==> src/verilog/emm_consts.vh <==
// Constants for the dual-mode embedded multiplier block
`ifndef EMM_CONSTS_VH
`define EMM_CONSTS_VH

// ***************************************************************
// Register byte offsets
// ***************************************************************
`define EMM_OFS_CTRL   12'h000
`define EMM_OFS_WIDTH  12'h004
`define EMM_OFS_PROD_L 12'h008
`define EMM_OFS_PROD_H 12'h00C

// ***************************************************************
// Control register fields
// ***************************************************************
`define EMM_CTRL_MODE  0
`define EMM_CTRL_AREG  2:1
`define EMM_CTRL_BREG  4:3
`define EMM_CTRL_SREG  6:5
`define EMM_CTRL_OREG  8:7
`define EMM_CTRL_BITS  9
`define EMM_CTRL_RST   9'h000

// ***************************************************************
// Width register fields
// ***************************************************************
`define EMM_WID_A      4:0
`define EMM_WID_B      12:8
`define EMM_WID_RST    5'h12
`define EMM_WID_MIN    5'h0A
`define EMM_WID_MAX    5'h12

// ***************************************************************
// Mode codes and datapath sizes
// ***************************************************************
`define EMM_MODE_WIDE   1'b0
`define EMM_MODE_NARROW 1'b1
`define EMM_HALF_W      9
`define EMM_FULL_W      18
`define EMM_PROD_W      36
`define EMM_HPROD_W     18

`endif

==> src/verilog/emm_stage.v <==
// Optional register stage with bypass, shared clock, enable and clear
`timescale 1ns/1ps
module emm_stage #(
  parameter W = 9
) (
  input  wire         pclk,
  input  wire         presetn,
  input  wire         ce,
  input  wire         use_reg,
  input  wire [W-1:0] d,
  output wire [W-1:0] q
);
  reg [W-1:0] stage_q;

  always @(posedge pclk or negedge presetn) begin
    if (!presetn) begin
      stage_q <= {W{1'b0}};
    end else if (ce) begin
      stage_q <= d;
    end
  end

  assign q = use_reg ? stage_q : d;
endmodule

==> src/verilog/emm_top.v <==
// Dual-mode embedded multiplier with APB configuration and product readback
`timescale 1ns/1ps
`include "emm_consts.vh"
module emm_top (
  input  wire        pclk,
  input  wire        presetn,
  input  wire        psel,
  input  wire        penable,
  input  wire        pwrite,
  input  wire [11:0] paddr,
  input  wire [31:0] pwdata,
  output wire [31:0] prdata,
  output wire        pready,
  output wire        pslverr,
  input  wire        mul_ce,
  input  wire [17:0] data_a,
  input  wire [17:0] data_b,
  input  wire        sign_a,
  input  wire        sign_b,
  output wire [35:0] product,
  output wire        product_signed
);
  // ***************************************************************
  // APB slave
  // ***************************************************************
  reg [`EMM_CTRL_BITS-1:0] ctrl_q;
  reg [4:0]                wid_a_q;
  reg [4:0]                wid_b_q;
  reg [31:0]               prdata_q;
  reg                      pready_q;
  reg                      pslverr_q;
  reg [35:0]               prod_q;
  reg                      psgn_q;
  reg [31:0]               rd_d;
  reg                      hit_d;

  wire acc   = psel & penable;
  wire wr_go = acc & pready_q & pwrite;

  always @* begin
    rd_d  = 32'h00000000;
    hit_d = 1'b1;
    case (paddr)
      `EMM_OFS_CTRL:   rd_d = {23'h000000, ctrl_q};
      `EMM_OFS_WIDTH:  rd_d = {19'h00000, wid_b_q, 3'h0, wid_a_q};
      `EMM_OFS_PROD_L: rd_d = prod_q[31:0];
      `EMM_OFS_PROD_H: rd_d = {27'h0000000, psgn_q, prod_q[35:32]};
      default:         hit_d = 1'b0;
    endcase
  end

  always @(posedge pclk or negedge presetn) begin
    if (!presetn) begin
      pready_q  <= 1'b0;
      prdata_q  <= 32'h00000000;
      pslverr_q <= 1'b0;
    end else begin
      pready_q  <= acc & ~pready_q;
      prdata_q  <= (acc & ~pready_q & ~pwrite) ? rd_d : 32'h00000000;
      pslverr_q <= acc & ~pready_q & ~hit_d;
    end
  end

  always @(posedge pclk or negedge presetn) begin
    if (!presetn) begin
      ctrl_q  <= `EMM_CTRL_RST;
      wid_a_q <= `EMM_WID_RST;
      wid_b_q <= `EMM_WID_RST;
    end else if (wr_go) begin
      if (paddr == `EMM_OFS_CTRL) begin
        ctrl_q <= pwdata[`EMM_CTRL_BITS-1:0];
      end
      if (paddr == `EMM_OFS_WIDTH) begin
        wid_a_q <= pwdata[`EMM_WID_A];
        wid_b_q <= pwdata[`EMM_WID_B];
      end
    end
  end

  assign prdata  = prdata_q;
  assign pready  = pready_q;
  assign pslverr = pslverr_q;

  // ***************************************************************
  // Mode and stage selection
  // ***************************************************************
  wire       narrow = ctrl_q[`EMM_CTRL_MODE] == `EMM_MODE_NARROW;
  wire [1:0] areg   = ctrl_q[`EMM_CTRL_AREG];
  wire [1:0] breg   = ctrl_q[`EMM_CTRL_BREG];
  wire [1:0] oreg   = ctrl_q[`EMM_CTRL_OREG];
  wire [1:0] sreg   = ctrl_q[`EMM_CTRL_SREG];
  // Wide mode drives both halves of an operand from its low-half option
  wire [1:0] areg_e = narrow ? areg : {areg[0], areg[0]};
  wire [1:0] breg_e = narrow ? breg : {breg[0], breg[0]};
  wire [1:0] oreg_e = narrow ? oreg : {oreg[0], oreg[0]};

  // ***************************************************************
  // Sign select stages
  // ***************************************************************
  wire sa;
  wire sb;

  emm_stage #(.W(1)) u_sa (
    .pclk    (pclk),
    .presetn (presetn),
    .ce      (mul_ce),
    .use_reg (sreg[0]),
    .d       (sign_a),
    .q       (sa)
  );

  emm_stage #(.W(1)) u_sb (
    .pclk    (pclk),
    .presetn (presetn),
    .ce      (mul_ce),
    .use_reg (sreg[1]),
    .d       (sign_b),
    .q       (sb)
  );

  // ***************************************************************
  // Operand stages, one per half
  // ***************************************************************
  wire [17:0] op_a;
  wire [17:0] op_b;

  genvar h;
  generate
    for (h = 0; h < 2; h = h + 1) begin : g_in
      emm_stage #(.W(`EMM_HALF_W)) u_a (
        .pclk    (pclk),
        .presetn (presetn),
        .ce      (mul_ce),
        .use_reg (areg_e[h]),
        .d       (data_a[h*`EMM_HALF_W +: `EMM_HALF_W]),
        .q       (op_a[h*`EMM_HALF_W +: `EMM_HALF_W])
      );
      emm_stage #(.W(`EMM_HALF_W)) u_b (
        .pclk    (pclk),
        .presetn (presetn),
        .ce      (mul_ce),
        .use_reg (breg_e[h]),
        .d       (data_b[h*`EMM_HALF_W +: `EMM_HALF_W]),
        .q       (op_b[h*`EMM_HALF_W +: `EMM_HALF_W])
      );
    end
  endgenerate

  // ***************************************************************
  // Multiplier core
  // ***************************************************************
  function [4:0] clamp_w;
    input [4:0] w;
    begin
      if (w < `EMM_WID_MIN) begin
        clamp_w = `EMM_WID_MIN;
      end else if (w > `EMM_WID_MAX) begin
        clamp_w = `EMM_WID_MAX;
      end else begin
        clamp_w = w;
      end
    end
  endfunction

  // Keeps the low w bits, fills above with sign or zero
  function [18:0] ext_op;
    input [17:0] v;
    input [4:0]  w;
    input        s;
    integer i;
    reg     msb;
    begin
      msb    = v[w-5'h01];
      ext_op = 19'h00000;
      for (i = 0; i < 19; i = i + 1) begin
        ext_op[i] = (i < w) ? v[i] : (s & msb);
      end
    end
  endfunction

  wire [4:0]         wa   = clamp_w(wid_a_q);
  wire [4:0]         wb   = clamp_w(wid_b_q);
  wire signed [18:0] xa   = ext_op(op_a, wa, sa);
  wire signed [18:0] xb   = ext_op(op_b, wb, sb);
  wire signed [37:0] pw   = xa * xb;
  wire signed [9:0]  xa0  = {sa & op_a[8], op_a[8:0]};
  wire signed [9:0]  xb0  = {sb & op_b[8], op_b[8:0]};
  wire signed [9:0]  xa1  = {sa & op_a[17], op_a[17:9]};
  wire signed [9:0]  xb1  = {sb & op_b[17], op_b[17:9]};
  wire signed [19:0] pn0  = xa0 * xb0;
  wire signed [19:0] pn1  = xa1 * xb1;
  wire [35:0] raw = narrow ? {pn1[17:0], pn0[17:0]} : pw[35:0];

  // ***************************************************************
  // Product stages, 18-bit sections joined in wide mode
  // ***************************************************************
  wire [35:0] pst;

  generate
    for (h = 0; h < 2; h = h + 1) begin : g_out
      emm_stage #(.W(`EMM_HPROD_W)) u_p (
        .pclk    (pclk),
        .presetn (presetn),
        .ce      (mul_ce),
        .use_reg (oreg_e[h]),
        .d       (raw[h*`EMM_HPROD_W +: `EMM_HPROD_W]),
        .q       (pst[h*`EMM_HPROD_W +: `EMM_HPROD_W])
      );
    end
  endgenerate

  // Sign flag follows the low product section, so it matches the whole product only while both oreg_e bits agree
  wire psg;

  emm_stage #(.W(1)) u_ps (
    .pclk    (pclk),
    .presetn (presetn),
    .ce      (mul_ce),
    .use_reg (oreg_e[0]),
    .d       (sa | sb),
    .q       (psg)
  );

  // ***************************************************************
  // Fabric-facing output flops
  // ***************************************************************
  always @(posedge pclk or negedge presetn) begin
    if (!presetn) begin
      prod_q <= 36'h000000000;
      psgn_q <= 1'b0;
    end else if (mul_ce) begin
      prod_q <= pst;
      psgn_q <= psg;
    end
  end

  assign product        = prod_q;
  assign product_signed = psgn_q;
endmodule
==> config.mk <==
export PLATFORM = sky130hd
export DESIGN_NAME = emm_top
export DESIGN_NICKNAME = d
export VERILOG_FILES = /design/src/verilog/emm_stage.v /design/src/verilog/emm_top.v
export VERILOG_INCLUDE_DIRS = /design/src /design/src/verilog
export SDC_FILE = /design/constraint.sdc
export NUM_CORES = 2
export LEC_CHECK = 0
export BUFFER_PORTS_ARGS = -buffer_cell sky130_fd_sc_hd__buf_2
export CAP_MARGIN = 20
export CORE_ASPECT_RATIO = 1.5
export CORE_UTILIZATION = 30
export DETAILED_ROUTE_END_ITERATION = 6
export HOLD_SLACK_MARGIN = 0.1
export SYNTH_ARGS = -nofsm -noshare
export SYNTH_HDL_FRONTEND = slang
export SYNTH_SLANG_ARGS = --single-unit
export TNS_END_PERCENT = 100
==> constraint.sdc <==
create_clock -name pclk -period 10.75 [get_ports pclk]
set_input_delay 0.5375 -clock pclk [delete_from_list [all_inputs] [get_ports pclk]]
set_output_delay 0.5375 -clock pclk [all_outputs]
set_load 0.01 [all_outputs]
==> results.toml <==
[outcome]
outcome = "complete, but fails checks"
violations = "design-rule violations"

[clock_network]
clock_latency_ns = 0.49
tritoncts = "yes"
holdBufCountCts = 0
path_clk_slew_ns = 0.08
cts_made_buffers = 17
root_buffer = "clkbuf_16"
ctsHtreeMaxLevel = 4
cts_max_path_buffers = 2
cts_sinks = 165

[critical_path]
cp_max_fo = 8
reg2reg_depth = 34
start_kind = "flop"
crit_required_ns = 11.12
crit_type = "flop to flop"
cpMaxStageDelayCell = "dfstp_2"
crit_top_cell = "fa_1"
arrival_ns = 10.61
critPathCaptureType = "flop"
critical_path.max_stage_delay_ns = 0.60

[timing]
post-route-min-period_ns = 10.25
rsz0062_at_grt = "false"
setup-violations-final = 0
relSlewSlack_pct = 30.17
hold_viol_final = 0
tns_ns = 0
drv_slew = 0
timing.final.ws_setup_ns = 0.5031
min_period_over_period_pct = 95.32
worst_slew_pin_slew_ns = 1.027
max_freq_ghz = 0.09759
skew_ns = 0.03473

[global_routing]
grt_usage_pct = 18.68
grt_pass1_wl_mm = 131.8
grt_pass1_vias = 22290
grt_start_max_net_pins = 96
antenna_found_initial = 10
grt-ovfl-total = 0

[routing]
wl_per_cell_microns = 19.71
finalWirelength_mm = 85.00
antenna_left = 0
via_per_inst = 4.904
vias = 21150
drt_iter0_markers = 1565
dr.pass1.iters = 7
drc = 9

[job]
drv_cap = 0

[yosys]
synth_area_sq_mm = 0.02775
synth_top_area_share_pct = 37.44
synth.distinct_cells = 64
ys_seq_elements = 165
syn_nets = 3787
yosysMostFrequentCell = "inv_1"
yosys-top-cells-area = "fa_1, dfrtp_1, ha_1"
yosysTopAreaCell = "fa_1"
synth_edf_count = 0
ys_seq_area_share_pct = 14.90
postSynth.asyncResetShare_pct = 100.0
syn_area_per_cell_sq_um = 9.319
synth_common_cells = "inv_1, fa_1, nor2_1, nand2_1, ha_1"
synthFlopType = "dfrtp_1"
synth_cells = 2978
yosys_warnings = 0

[placed_design]
io_buffers = 139
dp_slack_ns = 0.3736
gp_congestion = 0.9844
dp_hpwl_mm = 71.50
dp_cells = 4280

[die]
io_pins = 159
die_h_microns = 374.5
start_util_pct = 30.26
rows = 136
dieArea_sq_mm = 0.09375
core_area_sq_mm = 0.09172
die_w_microns = 250.3

[layout]
instances_no_fill = 4313
area_growth_pct = 11.74
finalNetCount = 3936
final_layout_size_suffix_gt1_share_pct = 13.85
antennaDiodeCount = 0

[min_path]
hp-class = "input port to async pin"

[power_and_ir_drop]
ir_drop_v = 0.0002325
p_per_area_mw_per_mm2 = 271.3
leakagePower_uw = 0.01577
[worst max-delay path, delay by kind of cell (launching register included)]
kind / cells / cell delay (ns)
AOI/OAI and AO/OA: 10 / 2.59
xor gates and xnor gates: 1 / 0.18
adders and majority gates: 9 / 4.04
buffers and inverters: 4 / 0.25
DFF: 1 / 0.60
muxes: 2 / 0.75
and+or+nand+nor: 8 / 1.71
[kinds of logic after synthesis]
logic type	synth area share, %
flops	14.90
buf+inv	9.675
compound gates	6.767
fa+ha+maj	46.55
simple gates	11.96
xor+xnor	2.714
mux	7.439
[what timing repair did]
| item | in CTS | in global routing |
|---|---|---|
| hold endpoints to repair | 0 | 0 |
| resized for setup | 0 | 3 |
| setup buffers | 0 | 0 |
| setup endpoints to repair | 0 | 4 |
[registers in the layout, indices dropped and copies added (netlist names)]
name	cells
g_out.u_p.stage_q	36
product	36
prdata	32
g_in.u_a.stage_q	18
g_in.u_b.stage_q	18
ctrl_q	9
wid_a_q	5
wid_b_q	5
pready	1
product_signed	1
pslverr	1
u_ps.stage_q	1
u_sa.stage_q	1
u_sb.stage_q	1
[through the flow]
stage	hold slack (ns)	area, sq um	power, uW	utilization [%]
6_report	0.1673	31010	8412	33.81
5_1_grt	0.2403	31010	9304	33.81
4_1_cts	0.1705	30990	8477	33.79
3_5_place_dp	0.4707	30370	7744	33.11
3_3_place_gp	0.4681	30370	7672	33.11
2_1_floorplan	0.2419	27750	5564	-
[worst paths after layout]
kind | from | endpoint | slack (ns)
min in group pclk | pwdata[7] | ctrl_q[7] | 0.26
max reg2reg | wid_b_q[4] | product[33] | 0.50
min | presetn | product[25] | 0.17
max in group asynchronous | presetn | ctrl_q[0] | 9.01
max | wid_b_q[4] | product[33] | 0.50
min reg2reg | pready | pready | 0.47
[area by class of cell]
cell class                      count  area, sq um
Multi-Input combinational cell   2099        21000
Clock buffer                       17        425.4
Fill cell                        9360        60710
Inverter                          598         2245
Timing Repair Buffer              246         1536
Tap cell                         1173         1468
Clock inverter                     15        196.4
Sequential cell                   165         4135
[power breakdown]
part	internal, uW	switching [uW]	total (uW)
clock network	320	338	658
logic	2760	4120	6890
registers	762	107	868
[layer usage]
| metal | wire length, microns | vias to the layer above | track usage, % |
|---|---|---|---|
| met3 | 4640 | 232 | 2.526 |
| met1 | 30660 | 10700 | 20.67 |
| li1 | - | 9477 | - |
| met5 | 31 | - | 0 |
| met4 | 5535 | 4 | 11.05 |
| met2 | 44130 | 739 | 33.88 |
[layout by cell type, fill, tap and decap left out, types with 9 or more instances in the layout]
cell type,Yosys,layout
mux2i_1,62,51
nor2_1,351,351
nand3_1,21,21
o21a_1,9,9
o21ai_0,66,65
mux2i_2,1,11
a21oi_1,110,109
and2_1,34,34
xor2_1,25,25
xnor2_1,61,61
buf_4,0,105
nand2b_1,19,19
mux2_2,119,119
a21o_1,28,28
clkbuf_16,0,17
dfrtp_1,161,160
nand2_1,319,319
o21bai_1,11,11
nor3_1,18,18
a31oi_1,15,15
fa_1,519,519
buf_2,4,137
ha_1,202,202
inv_1,596,596
No activity file was read; power rests on OpenSTA's default activity.
